--- config.mk ---
export PLATFORM = sky130hd
export DESIGN_NAME = rsd_datapath
export DESIGN_NICKNAME = d
export VERILOG_FILES = /design/src/rsd_pkg.sv /design/src/rsd_alu_if.sv /design/src/rsd_datapath.sv /design/src/rsd_sub_alu.sv
export SDC_FILE = /design/constraint.sdc
export NUM_CORES = 1
export LEC_CHECK = 0
export BUFFER_PORTS_ARGS = -buffer_cell sky130_fd_sc_hd__buf_2
export CAP_MARGIN = 25
export CORE_ASPECT_RATIO = 1.4
export CORE_UTILIZATION = 49
export DETAILED_ROUTE_END_ITERATION = 16
export GPL_TIMING_DRIVEN = 1
export PLACE_DENSITY = 0.75
export SETUP_SLACK_MARGIN = 0.4
export SYNTH_ARGS = -nofsm -noshare
export SYNTH_HDL_FRONTEND = slang
export SYNTH_SLANG_ARGS = --single-unit
--- constraint.sdc ---
create_clock -name clk_in -period 1.3 [get_ports clk_in]
set_clock_uncertainty 0.1 [all_clocks]
set_input_delay 0.195 -clock clk_in [delete_from_list [all_inputs] [get_ports clk_in]]
set_output_delay 0.195 -clock clk_in [all_outputs]
set_load 0.01 [all_outputs]
--- src/rsd_pkg.sv ---
package rsd_pkg;
  localparam int DATA_W = 8;
  localparam int PROG_W = 14;
  localparam int PC_W = 10;
  localparam int BIT_W = 3;
  localparam int OP_W = 5;
  localparam int OPERAND_W = 8;

  // operation codes presented on the op port
  localparam logic [4:0] OP_NOP = 5'h00;
  localparam logic [4:0] OP_RLA = 5'h01;
  localparam logic [4:0] OP_RL_CY = 5'h02;
  localparam logic [4:0] OP_RL_CYA = 5'h03;
  localparam logic [4:0] OP_RR = 5'h04;
  localparam logic [4:0] OP_RRA = 5'h05;
  localparam logic [4:0] OP_RR_CY = 5'h06;
  localparam logic [4:0] OP_RR_CYA = 5'h07;
  localparam logic [4:0] OP_SUBB = 5'h08;
  localparam logic [4:0] OP_SUBB_M = 5'h09;
  localparam logic [4:0] OP_SUB = 5'h0a;
  localparam logic [4:0] OP_SUBM = 5'h0b;
  localparam logic [4:0] OP_SUBI = 5'h0c;
  localparam logic [4:0] OP_DSZ = 5'h0d;
  localparam logic [4:0] OP_DSZA = 5'h0e;
  localparam logic [4:0] OP_ISZ = 5'h0f;
  localparam logic [4:0] OP_ISZA = 5'h10;
  localparam logic [4:0] OP_SET = 5'h11;
  localparam logic [4:0] OP_SETB = 5'h12;
  localparam logic [4:0] OP_BSO = 5'h13;
  localparam logic [4:0] OP_TSTZ = 5'h14;
  localparam logic [4:0] OP_MSZ = 5'h15;
  localparam logic [4:0] OP_BSZ = 5'h16;
  localparam logic [4:0] OP_SWAP = 5'h17;
  localparam logic [4:0] OP_SWAPA = 5'h18;
  localparam logic [4:0] OP_TRDC = 5'h19;
  localparam logic [4:0] OP_TRDL = 5'h1a;
  localparam logic [4:0] OP_XOR = 5'h1b;
  localparam logic [4:0] OP_XORM = 5'h1c;
  localparam logic [4:0] OP_XORI = 5'h1d;

  localparam logic [7:0] ACC_RST = 8'h00;
  localparam logic [7:0] ALL_ONES = 8'hff;
  localparam logic [13:0] PROG_WORD_RST = 14'h0000;
  localparam logic [1:0] PAGE_LAST = 2'h3;
  localparam int PAGE_W = 2;

  typedef enum logic [1:0] {
    RSD_IDLE,
    RSD_DUMMY,
    RSD_TABLE
  } rsd_state_e;
endpackage

--- src/rsd_alu_if.sv ---
`timescale 1ns/1ps
`default_nettype none
interface rsd_alu_if;
  import rsd_pkg::*;
  logic [7:0] a;
  logic [7:0] b;
  logic       cin;
  logic       with_borrow;
  logic [7:0] diff;
  logic       ov;
  logic       ac;
  logic       c;
  modport core (output a, b, cin, with_borrow, input diff, ov, ac, c);
  modport alu  (input a, b, cin, with_borrow, output diff, ov, ac, c);
endinterface
`default_nettype wire

--- src/rsd_datapath.sv ---
// Summary of operation
// - rotate left to accumulator: memory bit 7 to bit 0, no flags
// - rotate left via carry to memory: carry in bit 0, bit 7 out to carry
// - accumulator form of left carry rotate, memory untouched
// - plain rotate right, bit 0 wraps to bit 7, no flags
// - rotate right via carry: carry to bit 7, bit 0 to carry
// - minus with borrow into accumulator, updates ov z ac c
// - minus with borrow result written to memory, same flags
// - carry cleared when subtraction negative, set when zero or positive
// - subtract memory or immediate without borrow, ov z ac c updated
// - decrement memory, skip on zero, no flags
// - decrement into accumulator, memory unchanged, skip on zero
// - increment to memory or accumulator, skip on zero, no flags
// - taken skip adds one dummy cycle, two cycles total
// - set byte to all ones or one bit to one, no flags
// - skip when selected bit is one
// - skip when byte is zero, nothing changes
// - copy byte to accumulator and skip when zero
// - skip when selected bit is zero
// - swap nibbles to memory or accumulator, no flags
// - table read current page: low byte to memory, high to latch
// - table read last page, same otherwise
// - xor with memory or immediate, only zero flag updated
//
// Design decisions made here: the placing of the registers and the strobed register port.
`timescale 1ns/1ps
`default_nettype none
module rsd_datapath
  import rsd_pkg::*;
#(
  parameter int DW = DATA_W,
  parameter int PW = PROG_W,
  parameter int AW = PC_W
) (
  input  wire logic          clk_in,
  input  wire logic          arst_n_in,
  input  wire logic          op_valid_in,
  input  wire logic [4:0]    op_in,
  input  wire logic [7:0]    mem_data_in,
  input  wire logic [7:0]    imm_in,
  input  wire logic [2:0]    bit_sel_in,
  input  wire logic [AW-1:0] pc_in,
  input  wire logic [7:0]    table_pointer_in,
  input  wire logic [PW-1:0] prog_data_in,
  output logic               busy_out,
  output logic               mem_we_out,
  output logic [7:0]         mem_wdata_out,
  output logic               prog_re_out,
  output logic [AW-1:0]      prog_addr_out,
  output logic               skip_out,
  output logic               dummy_cycle_out,
  output logic [7:0]         acc_out,
  output logic [5:0]         table_upper_byte_latch_out,
  output logic               flag_c_out,
  output logic               flag_ac_out,
  output logic               flag_z_out,
  output logic               flag_ov_out
);
  logic       rst_meta;
  logic       rst_n;
  rsd_state_e state;
  rsd_alu_if  alu ();

  rsd_sub_alu u_alu (
    .p (alu)
  );

  // releasing reset through two flops keeps removal synchronous
  always_ff @(posedge clk_in or negedge arst_n_in) begin
    if (!arst_n_in) begin
      rst_meta <= 1'b0;
      rst_n    <= 1'b0;
    end else begin
      rst_meta <= 1'b1;
      rst_n    <= rst_meta;
    end
  end

  function automatic logic bit_of(input logic [7:0] v, input logic [2:0] s);
    bit_of = v[s];
  endfunction

  logic [7:0] m;
  logic       go;
  logic [7:0] res;
  logic       wr_mem;
  logic       wr_acc;
  logic       skip;
  logic       upd_c;
  logic       new_c;
  logic       upd_sub;
  logic       upd_z;
  logic [7:0] dec_v;
  logic [7:0] inc_v;

  assign m     = mem_data_in;
  assign go    = op_valid_in && (state == RSD_IDLE);
  assign dec_v = m - 8'h01;
  assign inc_v = m + 8'h01;

  assign alu.a  = acc_out;
  assign alu.b  = (op_in == OP_SUBI) ? imm_in : m;
  assign alu.cin = flag_c_out;
  assign alu.with_borrow = (op_in == OP_SUBB) || (op_in == OP_SUBB_M);

  always_comb begin
    res     = m;
    wr_mem  = 1'b0;
    wr_acc  = 1'b0;
    skip    = 1'b0;
    upd_c   = 1'b0;
    new_c   = flag_c_out;
    upd_sub = 1'b0;
    upd_z   = 1'b0;
    case (op_in)
      OP_RLA: begin
        res    = {m[6:0], m[7]};
        wr_acc = 1'b1;
      end
      OP_RL_CY, OP_RL_CYA: begin
        res    = {m[6:0], flag_c_out};
        upd_c  = 1'b1;
        new_c  = m[7];
        wr_mem = (op_in == OP_RL_CY);
        wr_acc = (op_in == OP_RL_CYA);
      end
      OP_RR, OP_RRA: begin
        res    = {m[0], m[7:1]};
        wr_mem = (op_in == OP_RR);
        wr_acc = (op_in == OP_RRA);
      end
      OP_RR_CY, OP_RR_CYA: begin
        res    = {flag_c_out, m[7:1]};
        upd_c  = 1'b1;
        new_c  = m[0];
        wr_mem = (op_in == OP_RR_CY);
        wr_acc = (op_in == OP_RR_CYA);
      end
      OP_SUBB, OP_SUBB_M, OP_SUB, OP_SUBM, OP_SUBI: begin
        res     = alu.diff;
        upd_sub = 1'b1;
        wr_mem  = (op_in == OP_SUBB_M) || (op_in == OP_SUBM);
        wr_acc  = !wr_mem;
      end
      OP_DSZ, OP_DSZA: begin
        res    = dec_v;
        skip   = (dec_v == 8'h00);
        wr_mem = (op_in == OP_DSZ);
        wr_acc = (op_in == OP_DSZA);
      end
      OP_ISZ, OP_ISZA: begin
        res    = inc_v;
        skip   = (inc_v == 8'h00);
        wr_mem = (op_in == OP_ISZ);
        wr_acc = (op_in == OP_ISZA);
      end
      OP_SET: begin
        res    = ALL_ONES;
        wr_mem = 1'b1;
      end
      OP_SETB: begin
        res             = m;
        res[bit_sel_in] = 1'b1;
        wr_mem          = 1'b1;
      end
      OP_BSO: skip = bit_of(m, bit_sel_in);
      OP_TSTZ: skip = (m == 8'h00);
      OP_MSZ: begin
        wr_acc = 1'b1;
        skip   = (m == 8'h00);
      end
      OP_BSZ: skip = !bit_of(m, bit_sel_in);
      OP_SWAP, OP_SWAPA: begin
        res    = {m[3:0], m[7:4]};
        wr_mem = (op_in == OP_SWAP);
        wr_acc = (op_in == OP_SWAPA);
      end
      OP_XOR, OP_XORM, OP_XORI: begin
        res    = acc_out ^ ((op_in == OP_XORI) ? imm_in : m);
        upd_z  = 1'b1;
        wr_mem = (op_in == OP_XORM);
        wr_acc = !wr_mem;
      end
      default: res = m;
    endcase
  end

  logic is_tbl;
  assign is_tbl = (op_in == OP_TRDC) || (op_in == OP_TRDL);

  // sequencer: taken skip inserts one dummy cycle, table read waits a cycle
  always_ff @(posedge clk_in or negedge rst_n) begin
    if (!rst_n) begin
      state <= RSD_IDLE;
    end else begin
      case (state)
        RSD_IDLE: begin
          if (go && skip) begin
            state <= RSD_DUMMY;
          end else if (go && is_tbl) begin
            state <= RSD_TABLE;
          end else begin
            state <= RSD_IDLE;
          end
        end
        default: state <= RSD_IDLE;
      endcase
    end
  end

  assign busy_out        = (state != RSD_IDLE);
  assign dummy_cycle_out = (state == RSD_DUMMY);

  // program address: page from pc for current page, last page otherwise
  always_ff @(posedge clk_in or negedge rst_n) begin
    if (!rst_n) begin
      prog_re_out   <= 1'b0;
      prog_addr_out <= '0;
    end else begin
      prog_re_out <= go && is_tbl;
      if (go && is_tbl) begin
        if (op_in == OP_TRDL) begin
          prog_addr_out <= {PAGE_LAST, table_pointer_in};
        end else begin
          prog_addr_out <= {pc_in[AW-1:AW-PAGE_W], table_pointer_in};
        end
      end
    end
  end

  // memory write port; table data lands in the cycle after the fetch
  always_ff @(posedge clk_in or negedge rst_n) begin
    if (!rst_n) begin
      mem_we_out    <= 1'b0;
      mem_wdata_out <= 8'h00;
      skip_out      <= 1'b0;
    end else begin
      mem_we_out <= go && wr_mem;
      skip_out   <= go && skip;
      if (go && wr_mem) begin
        mem_wdata_out <= res;
      end
      if (state == RSD_TABLE) begin
        mem_we_out    <= 1'b1;
        mem_wdata_out <= prog_data_in[7:0];
      end
    end
  end

  always_ff @(posedge clk_in or negedge rst_n) begin
    if (!rst_n) begin
      table_upper_byte_latch_out <= 6'h00;
    end else if (state == RSD_TABLE) begin
      table_upper_byte_latch_out <= prog_data_in[PW-1:8];
    end
  end

  always_ff @(posedge clk_in or negedge rst_n) begin
    if (!rst_n) begin
      acc_out <= ACC_RST;
    end else if (go && wr_acc) begin
      acc_out <= res;
    end
  end

  // flags: only subtraction, carry rotates and xor touch them
  always_ff @(posedge clk_in or negedge rst_n) begin
    if (!rst_n) begin
      flag_c_out  <= 1'b0;
      flag_ac_out <= 1'b0;
      flag_z_out  <= 1'b0;
      flag_ov_out <= 1'b0;
    end else if (go) begin
      if (upd_sub) begin
        flag_c_out  <= alu.c;
        flag_ac_out <= alu.ac;
        flag_ov_out <= alu.ov;
        flag_z_out  <= (alu.diff == 8'h00);
      end else if (upd_c) begin
        flag_c_out <= new_c;
      end else if (upd_z) begin
        flag_z_out <= (res == 8'h00);
      end
    end
  end
endmodule
`default_nettype wire

--- src/rsd_sub_alu.sv ---
`timescale 1ns/1ps
`default_nettype none
module rsd_sub_alu
  import rsd_pkg::*;
(
  rsd_alu_if.alu p
);
  logic [8:0] full;
  logic [4:0] low;
  logic       bor;

  // borrow in is the inverted carry only for the borrow forms
  assign bor  = p.with_borrow & ~p.cin;
  assign full = {1'b0, p.a} - {1'b0, p.b} - {8'h00, bor};
  assign low  = {1'b0, p.a[3:0]} - {1'b0, p.b[3:0]} - {4'h0, bor};
  assign p.diff = full[7:0];
  // carry is an inverted borrow: set when no borrow out of bit 7
  assign p.c  = ~full[8];
  assign p.ac = ~low[4];
  // signed overflow: borrow into bit 7 differs from borrow out of it
  // borrow into bit 7 is a7 ^ b7 ^ diff7, borrow out of it is full[8]
  assign p.ov = p.a[7] ^ p.b[7] ^ full[7] ^ full[8];
endmodule
`default_nettype wire

==> impl_metrics.csv, run 1 <==
group,metric,value,unit
clock_tree,cts_root_buffer,"sky130_fd_sc_hd__clkbuf_8",
synth,syn_area,0.00402,mm^2
clock_tree,cts_buffer_depth,2,
die,core.rowCount,38,
placed_design,place.gp.congestion,1.03,
die,dieHeight,109,um
die,floorplan.die.width,78.6,um
outcome,outcome.stop_stage,"global routing",
synth,synthesis.instances,487,
synth,mappedNetlistNets,566,
sta,postGrtWorstEndpoint,"flag_z_out$_DFFE_PN0P_/D",
die,pin_count,100,
synth,post_synthesis_share_of_cell_area_spent_on_full_adders_half_adders_and_majority_gates,6.59,%
synth,synth-compound-area-share,22.0,%
sta,worst_endpoint_kind,"register data pin",
outcome,flow.first_error,"[ERROR GRT-0232] Routing congestion too high. Check the congestion heatmap in the GUI.",
die,floorplan.initialDensity,51.3,%
grt,global_route.overflow_total,15,
synth,async_flop_share,100,%
synth,synthesized_area_fraction_occupied_by_xor_and_xnor_cells,5.19,%
synth,synthesis.yosys.warnings,0,
synth,sequential_to_total_area_share_from_yosys_stat,26.7,%
synth,synth_simple_gate_area_share,22.5,%
grt,grt_start_max_net_pins,27,
outcome,run_status,"aborted with a tool error",
synth,ys_ff_latch,43,
synth,synth.avg_cell_area,8.26,um^2
synth,synth_edf_count,0,
synth,synth_cell_types,74,
placed_design,place.detailed.hpwl,12100,um
clock_tree,cts.sinks,43,
clock_tree,cts_htree_levels,2,
placed_design,placed_instances,790,
placed_design,place.port_buffers,91,
synth,largest_family_of_logic_cells_by_synthesized_area,"simple AND/OR/NAND/NOR gates",
synth,synth.mux.area_fraction,8.74,%
clock_tree,numCtsBuffers,5,
synth,synth_top_flop_cell,"sky130_fd_sc_hd__dfrtp_1",
grt,track_usage,69.7,%
-- metrics by stage --
stage	area, um^2	setup slack [ns]	util, %	hold WS (ns)
floorplan	4260	-2.63	-	-0.201
global placement	5730	-2.66	73.1	-0.119
CTS	6630	-2.29	84.6	0.00445
detailed placement	5730	-2.80	73.1	-0.115
-- layer usage --
layer	GRT overflow	global-route usage, %
met1	0	69.0
met2	6	89.6
met3	1	51.2
met4	8	70.1
met5	0	15.0
-- logic make-up after synthesis --
group,after synthesis
xor gates and xnor gates,23
AOI/OAI and AO/OA,130
other,1
buffers and inverters,71
adders and majority gates,20
muxes,30
and+or+nand+nor,169
DFF,43
-- synth_stat cells, drive strengths merged, types with 3 or more instances --
cell	n	area share, %
ha	18	5.6
nand2	51	4.8
nor4	6	0.93
a22oi	11	2.1
a211oi	4	0.75
nand3	17	2.1
xor2	8	1.7
a22o	3	0.65
o32a	5	1.2
and3	5	0.90
and2	5	0.84
a21oi	26	3.2
o21ai	34	4.2
buf	21	3.4
nand3b	5	0.93
nor3b	9	1.7
dfrtp	43	27
mux2i	7	1.7
a221oi	5	1.1
or4	4	0.75
nor2b	7	1.1
a31oi	11	1.7
a21o	5	0.93
nor3	12	1.6
nand2b	7	1.3
nor2	24	2.2
clkbuf	17	1.6
mux2	21	5.9
inv	31	2.9
nand4	3	0.47
xnor2	15	3.5
-- timing repair --
item	in CTS
resized for setup	99
pin swaps	44
hold endpoints to repair	2
endpoints found under the setup margin	82
gates cloned	3
buffers inserted	40
hold buffers	1
==> inputs of run 2 (changes only) <==
--- a/config.mk
+++ b/config.mk
@@ -7,12 +7,10 @@
 export LEC_CHECK = 0
 export BUFFER_PORTS_ARGS = -buffer_cell sky130_fd_sc_hd__buf_2
 export CAP_MARGIN = 25
-export CORE_ASPECT_RATIO = 1.4
-export CORE_UTILIZATION = 49
+export CORE_UTILIZATION = 40
 export DETAILED_ROUTE_END_ITERATION = 16
 export GPL_TIMING_DRIVEN = 1
-export PLACE_DENSITY = 0.75
-export SETUP_SLACK_MARGIN = 0.4
+export PLACE_DENSITY_LB_ADDON = 0.15
 export SYNTH_ARGS = -nofsm -noshare
 export SYNTH_HDL_FRONTEND = slang
 export SYNTH_SLANG_ARGS = --single-unit
==> constraint.sdc (replaced) <==
create_clock -name clk_in -period 1.7 [get_ports clk_in]
set_clock_uncertainty 0.1 [all_clocks]
set_input_delay 0.255 -clock clk_in [delete_from_list [all_inputs] [get_ports clk_in]]
set_output_delay 0.255 -clock clk_in [all_outputs]
set_load 0.01 [all_outputs]
==> impl_metrics.csv, run 2 <==
group,metric,value,unit
outcome,run_status,"finished with violations",
outcome,violations_in_the_final_reports,"negative setup slack",
critical_path,worstSetupPathType,"input port to register",
die,fp.dieArea,0.0105,mm^2
die,floorplan.initialDensity,41.2,%
pwr,p_leak,3.07,nW
synth,synthDominantAreaCellType,"sky130_fd_sc_hd__dfrtp_1",
die,core.rowCount,36,
critical_path,worst_r2r_path_depth,12,
layout,final_util,66.9,%
drt,detail_route.wl_per_cell,18.4,um
worst_hold_path,worstHoldStart,"prog_data_in[5]",
layout,largestRegisters,"prog_addr_out: 10 flops, acc_out: 8 flops, mem_wdata_out: 8 flops",
sta,report.final.slew_viol_count,0,
sta,fin_worst_hold_slack,0.0766,ns
synth,synthesis.instances,487,
synth,sequential_to_total_area_share_from_yosys_stat,26.7,%
layout,design.final.nets,788,
placed_design,postPlaceCellArea,0.00564,mm^2
layout,largest_register_ff_count,10,
layout,p_r_area_growth_vs_syn,62.5,%
pwr,ir_drop,0.926,mV
clock_tree,cts_root_buffer,"sky130_fd_sc_hd__clkbuf_8",
synth,synth_top_flop_cell,"sky130_fd_sc_hd__dfrtp_1",
die,floorplan.die.width,102,um
pwr,cellInternalPower,3.68,mW
grt,global_route.overflow_total,0,
grt,grt_first_pass_wirelength,23600,um
critical_path,critPathLaunchType,"input port",
clock_tree,cts_htree_levels,2,
grt,track_usage,30.3,%
pwr,total_switching_power,2.51,mW
layout,antenna-diode-count,0,
drt,avgViaCountPerCell,5.53,
sta,final_period_minus_worst_setup_slack,3.56,ns
sta,hold_viol_final,0,
drt,via_count,4666,
drt,totalWireLength,15500,um
critical_path,critical-path-max-stage-delay,0.58,ns
drt,remaining_drc_errors,0,
critical_path,crit_path_frequent_cell,"sky130_fd_sc_hd__or4_1",
clock_tree,worst_setup_hold_path_clk_slew,0.08,ns
placed_design,dp_worst_setup_slack,-2.38,ns
sta,max_freq,281,MHz
pwr,p_clk_share,10.6,%
synth,synth_top_cell_area_share,26.7,%
layout,cell_area_after_layout,0.00654,mm^2
die,dieHeight,102,um
critical_path,crit_path_top_delay_cell,"sky130_fd_sc_hd__fa_2",
critical_path,cp_cell_sequence,"buf_6, or2_4, nor3_4, buf_12, o21ai_4, fa_2, inv_2, ha_4, o21ai_2, nand3b_1, xor2_2, a2111oi_4, a31oi_1, or4_1, or4_1, o21ai_1",
clock_tree,worstSkewPairLatency,0.30,ns
synth,synth.avg_cell_area,8.26,um^2
sta,finalCritPeriodShare,210,%
sta,slew_margin_rel,58.0,%
synth,mappedNetlistNets,566,
critical_path,cp-startpoint,"op_in[1]",
synth,async_flop_share,100,%
clock_tree,cts.sinks,43,
die,coreArea,0.00977,mm^2
sta,final.setup.worst_slack,-1.86,ns
placed_design,place.detailed.hpwl,11600,um
layout,layout.cells.most_common,"sky130_fd_sc_hd__buf_4",
grt,grt_start_max_net_pins,24,
sta,grt_setup_unrepaired,"true",
layout,top_library_cells_by_usage_in_the_layout_fill_and_taps_aside,"134 x sky130_fd_sc_hd__buf_4, 87 x sky130_fd_sc_hd__buf_2, 42 x sky130_fd_sc_hd__dfrtp_1",
drt,number_of_drc_violations_after_detailed_routing_iteration_0,301,
grt,grt_antenna_before_repair,0,
synth,synthMostInstantiatedCell,"sky130_fd_sc_hd__nand2_1",
critical_path,critical_path.endpoint_type,"register",
synth,synth_commonest_cells,"50 x sky130_fd_sc_hd__nand2_1, 43 x sky130_fd_sc_hd__dfrtp_1, 33 x sky130_fd_sc_hd__o21ai_0",
clock_tree,numCtsBuffers,5,
synth,ys_ff_latch,43,
synth,synthTopCellsByArea,"sky130_fd_sc_hd__dfrtp_1 27%, sky130_fd_sc_hd__mux2_2 5.9%, sky130_fd_sc_hd__ha_1 5.6%",
worst_hold_path,tightest_hold_check_type,"input port to register",
placed_design,place.gp.congestion,0.961,
job,drv_cap,0,
critical_path,crit_fanout,3,
critical_path,arrival,3.70,ns
grt,first_global_vias,4450,
drt,postRouteAntennaNets,0,
critical_path,critical_r2r_launch,"flag_c_out",
pwr,switching_share,40.6,%
drt,firstDrtPassIters,5,
synth,synth_edf_count,0,
synth,synth_cell_types,74,
die,pin_count,100,
layout,filler_cell_count,822,
worst_hold_path,number_of_cells_on_the_worst_hold_path,3,
synth,synthesis.yosys.warnings,0,
pwr,combPwrFrac,66.2,%
clock_tree,cts_buffer_depth,2,
placed_design,place.port_buffers,91,
layout,final_instance_count_excl_fillers,843,
pwr,seqPwrFrac,23.3,%
sta,setup_violations,31,
layout,drive_gt1_share,51.5,%
clock_tree,clock_tree_from_tritoncts,"done",
layout,regMostFlops,"prog_addr_out",
sta,worst_slew_pin_slew,0.629,ns
pwr,p_per_area,948,mW/mm^2
critical_path,cp_data_required_time,1.84,ns
synth,syn_area,0.00402,mm^2
placed_design,placed_instances,812,
## run 2: cell counts after synthesis
No cell type changed its count.
## run 2: area by class of cell
cell class                 instances  area, um^2  share of cell area (%)
clock inverter                     2        12.5                   0.191
sequential                        43        1080                    16.5
inverter                          33         130                    1.99
clock buffer                       6        72.6                    1.11
timing repair buffer             252        1890                    29.0
multi-input combinational        374        3190                    48.7
tap                              133         166                    2.54
## run 2: kinds of logic (layout without fill, tap and decap cells)
logic type | count (synthesis) | after routing | synth area share (%)
compound gates | 130 | 130 | 22.0
xor+xnor | 23 | 23 | 5.19
fa+ha+maj | 20 | 20 | 6.59
buf+inv | 71 | 293 | 8.05
flops | 43 | 43 | 26.7
mux | 30 | 30 | 8.74
other cells | 1 | 1 | 0.0932
simple gates | 169 | 170 | 22.5
## run 2: layer usage
| metal | GRT usage [%] | part of all wire [%] |
|---|---|---|
| met5 | 0 | 0 |
| met4 | 8.24 | 1.8 |
| met3 | 5.34 | 5.7 |
| met2 | 50.3 | 48 |
| met1 | 40.4 | 44 |
## run 2: power by group through the flow
| stage | clock network, mW | registers (mW) | logic [mW] |
|---|---|---|---|
| detailed placement | 0 | 1.46 | 3.17 |
| global route | 0.703 | 1.47 | 4.42 |
| CTS | 0.668 | 1.44 | 3.68 |
| floorplan | 0 | 1.58 | 1.55 |
| finish | 0.656 | 1.44 | 4.10 |
| global placement | 0 | 1.44 | 3.14 |
## run 2: path summary, 6_finish.rpt
kind | endpoint | slack, ns
hold reg to reg | prog_addr_out[7] | 0.12
setup / recovery | flag_z_out | -1.86
max in group asynchronous | mem_wdata_out[6] | 0.85
setup reg to reg | flag_z_out | -1.84
min in group asynchronous | prog_addr_out[7] | 0.12
hold / removal | mem_wdata_out[5] | 0.08
## run 2: what timing repair did
action                                  CTS  global route
pin swaps                                34            32
hold buffers                              1             0
gates cloned                              2             2
endpoints found under the setup margin   31            33
setup buffers                            20             6
resized for setup                        82            46
endpoints found under the hold margin     2             0
## run 2: critical path, delay by kind of cell
family | cells | cell delay (ns)
simple gates | 5 | 1.45
compound gates | 5 | 0.75
fa+ha+maj | 2 | 0.73
buf+inv | 3 | 0.29
xor+xnor | 1 | 0.21
## run 2: through the flow
| step | total power, mW | setup TNS [ns] |
|---|---|---|
| after floorplan | 3.13 | -30.17 |
| after global placement | 4.57 | -39.22 |
| after detailed placement | 4.63 | -40.29 |
| after CTS | 5.79 | -25.66 |
| after global routing | 6.60 | -29.60 |
| final | 6.20 | -25.81 |
(Power assumes the default switching activity.)
